### src/rtl/ccc_defines.svh
`ifndef CCC_DEFINES_SVH
`define CCC_DEFINES_SVH
// Register offsets on the plain register port (byte addresses).
`define CCC_OFS_IDLE_LEVEL     8'h04
`define CCC_OFS_MODE_CONFIG    8'h18
`define CCC_OFS_ENABLE_POL     8'h20
`define CCC_OFS_COMPARE_VALUE  8'h34
`define CCC_OFS_OUTPUT_CONTROL 8'h44
// Reset values.
`define CCC_RST_MODE_CONFIG    8'h00
`define CCC_RST_ENABLE_POL     4'h0
`define CCC_RST_COMPARE        16'h0000
`define CCC_RST_OUTPUT_CONTROL 16'h0000
`define CCC_RST_IDLE_LEVEL     2'h0
// Mode configuration fields.
`define CCC_MC_DIR_LSB         0
`define CCC_MC_FAST_BIT        2
`define CCC_MC_PRELOAD_BIT     3
`define CCC_MC_OCMODE_LSB      4
`define CCC_MC_DIVIDER_LSB     2
`define CCC_MC_FILTER_LSB      4
// Enable and polarity fields.
`define CCC_EP_CHANNEL_ON      0
`define CCC_EP_MAIN_POL        1
`define CCC_EP_COMP_EN         2
`define CCC_EP_COMP_POL        3
// Output control fields.
`define CCC_OC_DEAD_LSB        0
`define CCC_OC_LOCK_LSB        8
`define CCC_OC_IDLE_OFF_BIT    10
`define CCC_OC_RUN_OFF_BIT     11
`define CCC_OC_MASTER_BIT      15
// Idle level fields.
`define CCC_IL_MAIN_BIT        0
`define CCC_IL_COMP_BIT        1
// Timing counts in kernel clock cycles.
`define CCC_FAST_LATENCY       3
`define CCC_NORMAL_LATENCY     5
// Filter length for the illegible code 0100.
`define CCC_FILTER_N_CODE4     4'd6
`endif

### src/rtl/ccc_pkg.sv
package ccc_pkg;

  // Channel direction and capture source.
  typedef enum logic [1:0] {
    CCC_DIR_OUTPUT  = 2'b00,
    CCC_DIR_LINE1   = 2'b01,
    CCC_DIR_LINE2   = 2'b10,
    CCC_DIR_TRIGGER = 2'b11
  } ccc_dir_t;

  // Compare reference modes.
  typedef enum logic [2:0] {
    CCC_OCM_FROZEN   = 3'b000,
    CCC_OCM_SET      = 3'b001,
    CCC_OCM_CLEAR    = 3'b010,
    CCC_OCM_TOGGLE   = 3'b011,
    CCC_OCM_FORCE_LO = 3'b100,
    CCC_OCM_FORCE_HI = 3'b101,
    CCC_OCM_PWM1     = 3'b110,
    CCC_OCM_PWM2     = 3'b111
  } ccc_oc_mode_t;

  // Pin-side view of the two outputs.
  typedef struct packed {
    logic main_out;
    logic main_oe;
    logic comp_out;
    logic comp_oe;
  } ccc_pins_t;

  // Register port request.
  typedef struct packed {
    logic        wr;
    logic        rd;
    logic [7:0]  addr;
    logic [15:0] wdata;
  } ccc_bus_req_t;

endpackage : ccc_pkg

### src/rtl/ccc_channel.sv
`timescale 1ns/1ps
`include "ccc_defines.svh"

module ccc_channel (
  input  wire logic               clk,
  input  wire logic               rstn,
  input  wire ccc_pkg::ccc_bus_req_t bus_req,
  output      logic [15:0]        reg_rdata,
  input  wire logic               update_event,
  input  wire logic [15:0]        counter_value,
  input  wire logic               counter_down,
  input  wire logic               trigger_edge,
  input  wire logic               input_line_one,
  input  wire logic               input_line_two,
  input  wire logic               internal_trigger_input,
  input  wire logic               internal_trigger_selected,
  output      ccc_pkg::ccc_pins_t pins,
  output      logic               capture_event
);

  // Software-visible state.
  logic [7:0]  mode_cfg_reg;
  logic        channel_on_reg;
  logic        main_pol_reg;
  logic        comp_en_reg;
  logic        comp_pol_reg;
  logic [15:0] preload_reg;
  logic [15:0] active_cmp_reg;
  logic [7:0]  dead_time_reg;
  logic [1:0]  lock_reg;
  logic        idle_off_reg;
  logic        run_off_reg;
  logic        master_en_reg;
  logic        main_idle_reg;
  logic        comp_idle_reg;

  // Decoded fields.
  ccc_pkg::ccc_dir_t     dir;
  ccc_pkg::ccc_oc_mode_t oc_mode;
  logic                  is_output;
  logic                  lock3_out;
  logic                  pol_lock_comp;
  logic                  wr_mode;
  logic                  wr_enable;
  logic                  wr_cmp;
  logic                  wr_octl;
  logic                  wr_idle;

  assign dir       = ccc_pkg::ccc_dir_t'(mode_cfg_reg[`CCC_MC_DIR_LSB +: 2]);
  assign oc_mode   = ccc_pkg::ccc_oc_mode_t'(mode_cfg_reg[`CCC_MC_OCMODE_LSB +: 3]);
  assign is_output = (dir == ccc_pkg::CCC_DIR_OUTPUT);
  assign lock3_out = (lock_reg == 2'h3) && is_output;
  assign pol_lock_comp = lock_reg[1] && is_output;
  assign wr_mode   = bus_req.wr && (bus_req.addr == `CCC_OFS_MODE_CONFIG);
  assign wr_enable = bus_req.wr && (bus_req.addr == `CCC_OFS_ENABLE_POL);
  assign wr_cmp    = bus_req.wr && (bus_req.addr == `CCC_OFS_COMPARE_VALUE);
  assign wr_octl   = bus_req.wr && (bus_req.addr == `CCC_OFS_OUTPUT_CONTROL);
  assign wr_idle   = bus_req.wr && (bus_req.addr == `CCC_OFS_IDLE_LEVEL);

  // Mode configuration: direction and output control bits have their own guards.
  always_ff @(posedge clk or negedge rstn) begin
    if (!rstn) begin
      mode_cfg_reg <= `CCC_RST_MODE_CONFIG;
    end else if (wr_mode) begin
      if (!channel_on_reg) begin
        mode_cfg_reg[1:0] <= bus_req.wdata[1:0];
      end
      if (!lock3_out) begin
        mode_cfg_reg[7:2] <= bus_req.wdata[7:2];
      end
    end
  end

  // Enable and polarity; main polarity freezes once lock reaches level two, the complementary one only in output mode.
  always_ff @(posedge clk or negedge rstn) begin
    if (!rstn) begin
      {comp_pol_reg, comp_en_reg, main_pol_reg, channel_on_reg} <= `CCC_RST_ENABLE_POL;
    end else if (wr_enable) begin
      channel_on_reg <= bus_req.wdata[`CCC_EP_CHANNEL_ON];
      comp_en_reg    <= bus_req.wdata[`CCC_EP_COMP_EN];
      if (!lock_reg[1]) begin
        main_pol_reg <= bus_req.wdata[`CCC_EP_MAIN_POL];
      end
      if (!pol_lock_comp) begin
        comp_pol_reg <= bus_req.wdata[`CCC_EP_COMP_POL];
      end
    end
  end

  // Output control: lock may only be raised from zero, so it sticks until reset.
  always_ff @(posedge clk or negedge rstn) begin
    if (!rstn) begin
      {master_en_reg, run_off_reg, idle_off_reg, lock_reg, dead_time_reg} <= 13'h0000;
    end else if (wr_octl) begin
      master_en_reg <= bus_req.wdata[`CCC_OC_MASTER_BIT];
      if (lock_reg == 2'h0) begin
        lock_reg      <= bus_req.wdata[`CCC_OC_LOCK_LSB +: 2];
        dead_time_reg <= bus_req.wdata[`CCC_OC_DEAD_LSB +: 8];
      end
      if (!lock_reg[1]) begin
        run_off_reg  <= bus_req.wdata[`CCC_OC_RUN_OFF_BIT];
        idle_off_reg <= bus_req.wdata[`CCC_OC_IDLE_OFF_BIT];
      end
    end
  end

  // Idle levels are frozen from lock level one upward.
  always_ff @(posedge clk or negedge rstn) begin
    if (!rstn) begin
      {comp_idle_reg, main_idle_reg} <= `CCC_RST_IDLE_LEVEL;
    end else if (wr_idle && (lock_reg == 2'h0)) begin
      main_idle_reg <= bus_req.wdata[`CCC_IL_MAIN_BIT];
      comp_idle_reg <= bus_req.wdata[`CCC_IL_COMP_BIT];
    end
  end

  // Input capture path signals.
  logic [2:0]  line1_sync_reg;
  logic [2:0]  line2_sync_reg;
  logic        src_level;
  logic        capture_take;

  // Compare value: a capture shares the register with the preload, as software reads it back.
  always_ff @(posedge clk or negedge rstn) begin
    if (!rstn) begin
      preload_reg <= `CCC_RST_COMPARE;
    end else if (capture_take) begin
      preload_reg <= counter_value;
    end else if (wr_cmp) begin
      preload_reg <= bus_req.wdata;
    end
  end

  // Active compare value: direct on write without preload, else only on update.
  always_ff @(posedge clk or negedge rstn) begin
    if (!rstn) begin
      active_cmp_reg <= `CCC_RST_COMPARE;
    end else if (wr_cmp && !mode_cfg_reg[`CCC_MC_PRELOAD_BIT]) begin
      active_cmp_reg <= bus_req.wdata;
    end else if (update_event && mode_cfg_reg[`CCC_MC_PRELOAD_BIT]) begin
      active_cmp_reg <= preload_reg;
    end
  end

  // Read data one cycle after the strobe; unmapped addresses read zero.
  always_ff @(posedge clk or negedge rstn) begin
    if (!rstn) begin
      reg_rdata <= 16'h0000;
    end else if (bus_req.rd) begin
      unique case (bus_req.addr)
        `CCC_OFS_MODE_CONFIG:    reg_rdata <= {8'h00, mode_cfg_reg[7] & ~is_output, mode_cfg_reg[6:0]};
        `CCC_OFS_ENABLE_POL:     reg_rdata <= {12'h000, comp_pol_reg, comp_en_reg,
                                               main_pol_reg, channel_on_reg};
        `CCC_OFS_COMPARE_VALUE:  reg_rdata <= preload_reg;
        `CCC_OFS_OUTPUT_CONTROL: reg_rdata <= {master_en_reg, 3'h0, run_off_reg, idle_off_reg,
                                               lock_reg, dead_time_reg};
        `CCC_OFS_IDLE_LEVEL:     reg_rdata <= {14'h0000, comp_idle_reg, main_idle_reg};
        default:                 reg_rdata <= 16'h0000;
      endcase
    end else begin
      reg_rdata <= 16'h0000;
    end
  end

  // Compare reference generation with the fast trigger path.
  logic        cmp_match;
  logic        pwm_mode;
  logic        pwm_level;
  logic        trig_q_reg;
  logic        ref_reg;

  assign cmp_match = (counter_value == active_cmp_reg);
  assign pwm_mode  = (oc_mode == ccc_pkg::CCC_OCM_PWM1) || (oc_mode == ccc_pkg::CCC_OCM_PWM2);
  // Level the reference takes once the count has reached the compare value.
  assign pwm_level = (oc_mode == ccc_pkg::CCC_OCM_PWM2);

  // Trigger edge is held one stage so that edge to pin totals three cycles.
  always_ff @(posedge clk or negedge rstn) begin
    if (!rstn) begin
      trig_q_reg <= 1'b0;
    end else begin
      trig_q_reg <= trigger_edge && mode_cfg_reg[`CCC_MC_FAST_BIT] && pwm_mode;
    end
  end

  // Reference level; without the fast path a trigger only acts through the counter.
  always_ff @(posedge clk or negedge rstn) begin
    if (!rstn) begin
      ref_reg <= 1'b0;
    end else if (trig_q_reg) begin
      ref_reg <= pwm_level;
    end else begin
      unique case (oc_mode)
        ccc_pkg::CCC_OCM_FROZEN:   ref_reg <= ref_reg;
        ccc_pkg::CCC_OCM_SET:      ref_reg <= ref_reg | cmp_match;
        ccc_pkg::CCC_OCM_CLEAR:    ref_reg <= ref_reg & ~cmp_match;
        ccc_pkg::CCC_OCM_TOGGLE:   ref_reg <= ref_reg ^ cmp_match;
        ccc_pkg::CCC_OCM_FORCE_LO: ref_reg <= 1'b0;
        ccc_pkg::CCC_OCM_FORCE_HI: ref_reg <= 1'b1;
        ccc_pkg::CCC_OCM_PWM1:     ref_reg <= counter_down ? (counter_value <= active_cmp_reg)
                                                           : (counter_value < active_cmp_reg);
        ccc_pkg::CCC_OCM_PWM2:     ref_reg <= counter_down ? (counter_value > active_cmp_reg)
                                                           : (counter_value >= active_cmp_reg);
      endcase
    end
  end

  // Dead-time counter restarts on every reference change and when master enable falls.
  logic [7:0] dead_cnt_reg;
  logic       ref_seen_reg;
  logic       master_q_reg;
  logic       dead_done;

  assign dead_done = (dead_cnt_reg == 8'h00) && (ref_seen_reg == ref_reg);

  always_ff @(posedge clk or negedge rstn) begin
    if (!rstn) begin
      dead_cnt_reg <= 8'h00;
      ref_seen_reg <= 1'b0;
      master_q_reg <= 1'b0;
    end else begin
      ref_seen_reg <= ref_reg;
      master_q_reg <= master_en_reg;
      if ((ref_seen_reg != ref_reg) || (master_q_reg && !master_en_reg)) begin
        dead_cnt_reg <= dead_time_reg;
      end else if (dead_cnt_reg != 8'h00) begin
        dead_cnt_reg <= dead_cnt_reg - 8'h01;
      end
    end
  end

  // Output pin matrix; both pins come from one register stage.
  ccc_pkg::ccc_pins_t pins_next;

  always_comb begin
    pins_next = '0;
    if (!is_output) begin
      pins_next = '0;
    end else if (!master_en_reg) begin
      if (channel_on_reg || comp_en_reg) begin
        // The polarity values come first, idle levels once the dead-time has run out.
        // The cycle right after master enable falls still shows polarity, as the counter has not loaded yet.
        pins_next.main_oe = idle_off_reg;
        pins_next.comp_oe = idle_off_reg;
        pins_next.main_out = ((dead_cnt_reg == 8'h00) && !master_q_reg) ? main_idle_reg : main_pol_reg;
        pins_next.comp_out = ((dead_cnt_reg == 8'h00) && !master_q_reg) ? comp_idle_reg : comp_pol_reg;
      end
    end else begin
      unique case ({channel_on_reg, comp_en_reg})
        2'b00: begin
          pins_next.main_out = run_off_reg & main_pol_reg;
          pins_next.comp_out = run_off_reg & comp_pol_reg;
        end
        2'b10: begin
          pins_next.main_out = ref_reg ^ main_pol_reg;
          pins_next.main_oe  = 1'b1;
          pins_next.comp_out = run_off_reg & comp_pol_reg;
          pins_next.comp_oe  = run_off_reg;
        end
        2'b01: begin
          pins_next.comp_out = ref_reg ^ comp_pol_reg;
          pins_next.comp_oe  = 1'b1;
          pins_next.main_out = run_off_reg & main_pol_reg;
          pins_next.main_oe  = run_off_reg;
        end
        2'b11: begin
          pins_next.main_out = (ref_reg & dead_done) ^ main_pol_reg;
          pins_next.comp_out = (~ref_reg & dead_done) ^ comp_pol_reg;
          pins_next.main_oe  = 1'b1;
          pins_next.comp_oe  = 1'b1;
        end
      endcase
    end
  end

  always_ff @(posedge clk or negedge rstn) begin
    if (!rstn) begin
      pins <= '0;
    end else begin
      pins <= pins_next;
    end
  end

  // Pin inputs pass three flip-flops; only stages two and three are looked at.
  always_ff @(posedge clk or negedge rstn) begin
    if (!rstn) begin
      line1_sync_reg <= 3'h0;
      line2_sync_reg <= 3'h0;
    end else begin
      line1_sync_reg <= {line1_sync_reg[1:0], input_line_one};
      line2_sync_reg <= {line2_sync_reg[1:0], input_line_two};
    end
  end

  // Agreed level of each line; a change counts once stages two and three match.
  logic line1_lvl_reg;
  logic line2_lvl_reg;

  always_ff @(posedge clk or negedge rstn) begin
    if (!rstn) begin
      line1_lvl_reg <= 1'b0;
      line2_lvl_reg <= 1'b0;
    end else begin
      if (line1_sync_reg[2] == line1_sync_reg[1]) begin
        line1_lvl_reg <= line1_sync_reg[2];
      end
      if (line2_sync_reg[2] == line2_sync_reg[1]) begin
        line2_lvl_reg <= line2_sync_reg[2];
      end
    end
  end

  // Source per direction; the trigger source is meaningful only when it is selected.
  always_comb begin
    unique case (dir)
      ccc_pkg::CCC_DIR_OUTPUT:  src_level = 1'b0;
      ccc_pkg::CCC_DIR_LINE1:   src_level = line1_lvl_reg;
      ccc_pkg::CCC_DIR_LINE2:   src_level = line2_lvl_reg;
      ccc_pkg::CCC_DIR_TRIGGER: src_level = internal_trigger_input & internal_trigger_selected;
    endcase
  end

  // Filter code to sample divider (as log2) and agreeing sample count.
  function automatic logic [6:0] ccc_filter_cfg(input logic [3:0] code);
    unique case (code)
      4'h0: ccc_filter_cfg = {3'd0, 4'd1};
      4'h1: ccc_filter_cfg = {3'd0, 4'd2};
      4'h2: ccc_filter_cfg = {3'd0, 4'd4};
      4'h3: ccc_filter_cfg = {3'd0, 4'd8};
      4'h4: ccc_filter_cfg = {3'd1, `CCC_FILTER_N_CODE4};
      4'h5: ccc_filter_cfg = {3'd1, 4'd8};
      4'h6: ccc_filter_cfg = {3'd2, 4'd6};
      4'h7: ccc_filter_cfg = {3'd2, 4'd8};
      4'h8: ccc_filter_cfg = {3'd3, 4'd6};
      4'h9: ccc_filter_cfg = {3'd3, 4'd8};
      4'hA: ccc_filter_cfg = {3'd4, 4'd5};
      4'hB: ccc_filter_cfg = {3'd4, 4'd6};
      4'hC: ccc_filter_cfg = {3'd4, 4'd8};
      4'hD: ccc_filter_cfg = {3'd5, 4'd5};
      4'hE: ccc_filter_cfg = {3'd5, 4'd6};
      4'hF: ccc_filter_cfg = {3'd5, 4'd8};
    endcase
  endfunction : ccc_filter_cfg

  // Sample divider runs on the dead-time sample clock, which here equals the kernel clock.
  logic [6:0] filt_cfg;
  logic [4:0] samp_div_reg;
  logic [4:0] samp_mask;
  logic       samp_en;
  logic [3:0] agree_cnt_reg;
  logic       filt_lvl_reg;

  assign filt_cfg  = ccc_filter_cfg(mode_cfg_reg[`CCC_MC_FILTER_LSB +: 4]);
  assign samp_mask = 5'(({5'h00, 1'b1} << filt_cfg[6:4]) - 6'h01);
  assign samp_en   = ((samp_div_reg & samp_mask) == 5'h00);

  always_ff @(posedge clk or negedge rstn) begin
    if (!rstn) begin
      samp_div_reg <= 5'h00;
    end else begin
      samp_div_reg <= samp_div_reg + 5'h01;
    end
  end

  // A transition is taken after N consecutive samples that differ from the filtered level.
  always_ff @(posedge clk or negedge rstn) begin
    if (!rstn) begin
      agree_cnt_reg <= 4'h0;
      filt_lvl_reg  <= 1'b0;
    end else if (src_level == filt_lvl_reg) begin
      agree_cnt_reg <= 4'h0;
    end else if (samp_en) begin
      if (agree_cnt_reg + 4'h1 >= filt_cfg[3:0]) begin
        filt_lvl_reg  <= src_level;
        agree_cnt_reg <= 4'h0;
      end else begin
        agree_cnt_reg <= agree_cnt_reg + 4'h1;
      end
    end
  end

  // Edge selection by polarity pair, then the event divider.
  logic       filt_q_reg;
  logic       rise;
  logic       fall;
  logic       edge_hit;
  logic [2:0] div_cnt_reg;
  logic [2:0] div_mask;

  assign rise = filt_lvl_reg & ~filt_q_reg;
  assign fall = ~filt_lvl_reg & filt_q_reg;
  always_comb begin
    unique case ({comp_pol_reg, main_pol_reg})
      2'b00:   edge_hit = rise;
      2'b01:   edge_hit = fall;
      2'b11:   edge_hit = rise | fall;
      default: edge_hit = 1'b0;
    endcase
  end
  assign div_mask     = 3'(({3'h0, 1'b1} << mode_cfg_reg[`CCC_MC_DIVIDER_LSB +: 2]) - 4'h1);
  assign capture_take = edge_hit && !is_output && channel_on_reg
                        && ((div_cnt_reg & div_mask) == 3'h0);

  always_ff @(posedge clk or negedge rstn) begin
    if (!rstn) begin
      filt_q_reg <= 1'b0;
    end else begin
      filt_q_reg <= filt_lvl_reg;
    end
  end

  // The divider counts every qualified edge and sits at zero while the channel is off.
  always_ff @(posedge clk or negedge rstn) begin
    if (!rstn) begin
      div_cnt_reg <= 3'h0;
    end else if (!channel_on_reg) begin
      div_cnt_reg <= 3'h0;
    end else if (edge_hit && !is_output) begin
      div_cnt_reg <= (div_cnt_reg + 3'h1) & div_mask;
    end
  end

  // Capture strobe for the surrounding flag logic.
  always_ff @(posedge clk or negedge rstn) begin
    if (!rstn) begin
      capture_event <= 1'b0;
    end else begin
      capture_event <= capture_take;
    end
  end

endmodule : ccc_channel

### config.mk
export PLATFORM = sky130hd
export DESIGN_NAME = ccc_channel
export DESIGN_NICKNAME = d
export VERILOG_FILES = /design/src/rtl/ccc_pkg.sv /design/src/rtl/ccc_channel.sv
export VERILOG_INCLUDE_DIRS = /design/src /design/src/rtl
export SDC_FILE = /design/constraint.sdc
export NUM_CORES = 1
export LEC_CHECK = 0
export BUFFER_PORTS_ARGS = -buffer_cell sky130_fd_sc_hd__buf_2
export CAP_MARGIN = 20
export CORE_MARGIN = 3
export CORE_UTILIZATION = 35
export CTS_CLUSTER_DIAMETER = 200
export CTS_CLUSTER_SIZE = 30
export DETAILED_ROUTE_END_ITERATION = 8
export REMOVE_ABC_BUFFERS = 1
export SYNTH_ARGS = -nofsm -noshare
export SYNTH_HDL_FRONTEND = slang
export SYNTH_SLANG_ARGS = --single-unit
### constraint.sdc
create_clock -name clk -period 3.8 [get_ports clk]
set_input_delay 0.57 -clock clk [delete_from_list [all_inputs] [get_ports clk]]
set_output_delay 0.57 -clock clk [all_outputs]
set_load 0.03 [all_outputs]
==> qor.txt <==
status = complete, no violations
class of the worst hold path = input port to async pin
crit path DAT = 3670 ps
Total GRT Usage = 17.7%
Post-synth EDFFs = 0
GRT Residual Overflow = 0
post-synthesis cell count = 574
min Tclk post-route = 3420 ps
Post-synth top flop = dfrtp_1
Longest Clk Path Bufs = 2
via/cell ratio = 5.53
largest net degree at the start of global routing = 64
initial antenna violation count = 0
die area = 0.0188 mm^2
core area = 0.0167 mm^2
Area Growth Syn to Fin = 19.2%
critical path buffer and inverter count = 2
maximum clock frequency = 292 MHz
clock-pin slew on the worst setup and hold paths = 50 ps
worst setup margin = 379 ps
drt total wl = 16.1 mm
synthesized area per cell = 10.5 um^2
drt wl/cell = 18.3 um
setup TNS = 0 ps
insertion delay to the later sink of the worst-skew pair = 410 ps
Final Setup Violations = 0
Die X-Extent = 137 um
Slew headroom = 37.2%
Worst path slowest cell = nor4_1
Port Buffers = 71
Synth cell types = 63
routability cong. = 0.898
DR pass1 iterations = 6
postcts setup bufs = 0
first-pass GRT wire length = 25.8 mm
row count = 47
Place WS = 158 ps
DRC = 0
IO Count = 72
Detailed Place HPWL = 11.6 mm
Cell Area, Synth = 0.00603 mm^2
Setup CP Type = register to register
Worst path top cell family by delay = simple AND/OR/NAND/NOR gates
synthesis-stage register bit count = 114
share of cells above drive strength 1 = 22.4%
# placed instances = 846
number of global-route vias before repair = 4,832
Post-CTS Hold Buffers = 0
Largest stage delay, worst path = 650 ps
Max Cap Violations = 0
CP Max Fanout = 4
Worst-Margin Slew = 941 ps
via count = 4,849
Final Net Count = 730
H-Tree Depth = 4
max-slew violation count = 0
clock tree sinks = 114
worst path cell trace = inv_1 -> ha_1 -> nand4_1 -> nor4_1 -> inv_1 -> ha_1 -> a21oi_1 -> a32oi_1 -> and3b_1 -> a21o_1 -> a2111oi_0 -> a211oi_1
register area = 0.00285 mm^2
Final period util = 90.0%
Seq/Total Area, Yosys = 47.3%
die span in y = 137 um
cts repair resizes = 0
cts bufs inserted = 17
Multi-input gate area = 0.00296 mm^2
worst vdd ir = 0.000319 V
Root Buffer = clkbuf_16
Worst EP required = 4050 ps
Crit. End Element = register
RSZ-0062 raised after global routing = no
Final Hold Fails = 0
Leakage = 3.45 nW
fill count = 1,621
antenna diode count = 0
drt first-iter violations = 439
CP startpoint kind = register
final cell count without fillers = 877
pwr/cell area = 496 mW/mm^2
Initial Utilization = 36.1%
Syn. warnings = 0
Routed Antenna Nets = 0
Async SR Flop Fraction = 100%
worst-case clock skew = 7.89 ps
CTS tree = done
-- synth_stat cells (11+ instances only) --
cell | instances | area share (%)
dfrtp_1 | 114 | 47
nand2_1 | 47 | 2.9
o21ai_0 | 45 | 3.7
ha_1 | 34 | 7.1
inv_1 | 31 | 1.9
a21oi_1 | 29 | 2.4
mux2_2 | 24 | 4.5
nor2_1 | 24 | 1.5
mux2i_1 | 23 | 3.8
and3_1 | 22 | 2.3
a221o_1 | 16 | 2.7
clkbuf_1 | 14 | 0.87
a22oi_1 | 12 | 1.5
a21o_1 | 11 | 1.4
-- where the power goes --
part	internal [W]	total (W)	switching, W
registers	0.00131	0.00142	0.000103
logic	0.000251	0.000562	0.000311
clock network	0.00104	0.00158	0.000549
-- cell usage in the layout, fill, tap and decap left out, types with 3 or more instances in the layout --
master      count
o21ai_0        45
nor2b_1         4
a21oi_1        29
nor3_1          5
a31oi_1         3
inv_1          31
nand3_1         8
a21o_1         11
ha_1           34
buf_2          70
or2_2           3
clkinvlp_4      3
nand2b_1        8
buf_4           7
and3b_1         3
bufinv_16       3
nand4_1         4
and2_1          3
clkbuf_16      17
a221o_1        16
nor4_1          3
a22oi_1        12
nor2_1         24
o22ai_1         3
and3_1         22
xnor2_1         8
a211oi_1        5
clkinv_2        5
a222oi_1        6
mux2i_1        23
dfrtp_1       114
nand3b_1        7
or3_1           4
nand2_1        47
mux2_2         24
-- metrics by stage --
| step | total power, W | instance area [um^2] | util [%] | hold slack (ps) |
|---|---|---|---|---|
| floorplan | 0.00180 | 5910 | - | 274 |
| global placement | 0.00197 | 6600 | 39.5 | 342 |
| detailed placement | 0.00199 | 6600 | 39.5 | 344 |
| CTS | 0.00359 | 7190 | 43.0 | 252 |
| global route | 0.00373 | 7190 | 43.0 | 247 |
| finish | 0.00356 | 7190 | 43.0 | 247 |
-- area by class of cell --
class,count,area share (%)
Timing Repair Buffer,77,5.61
Multi-Input combinational cell,404,41.1
Tap cell,220,3.83
Sequential cell,114,39.7
Clock buffer,20,6.22
Inverter,31,1.62
Clock inverter,11,1.92
-- path summary, 6_finish.rpt --
kind,end,slack [ps],startpoint,cells past startpoint
worst max-delay path,ref_reg,380,active_cmp_reg[11],12
worst min register to register,line1_sync_reg[1],350,line1_sync_reg[0],0
max in group asynchronous,reg_rdata[2],2670,rstn,2
worst max register to register,ref_reg,380,active_cmp_reg[11],12
worst min-delay path,active_cmp_reg[13],250,rstn,1
min in group clk,line1_sync_reg[0],260,input_line_one,1
-- logic make-up (layout without fill, tap and decap cells) --
group | Yosys count | count (layout) | share of synthesized area (%)
AO/OA/AOI/OAI | 149 | 149 | 16.6
XOR/XNOR | 10 | 10 | 1.45
adder cells (fa/ha/maj) | 36 | 36 | 7.39
buffers and inverters | 56 | 139 | 3.90
flip-flops | 114 | 114 | 47.3
multiplexers | 47 | 47 | 8.30
AND/OR/NAND/NOR | 162 | 162 | 15.1
-- metal layers --
metal,part of all wire [%],GRT usage (%)
met5,0,0
met4,1.7,6.71
met2,47,27.1
met1,46,25.0
met3,5.4,3.25
(Power assumes the default switching activity.)
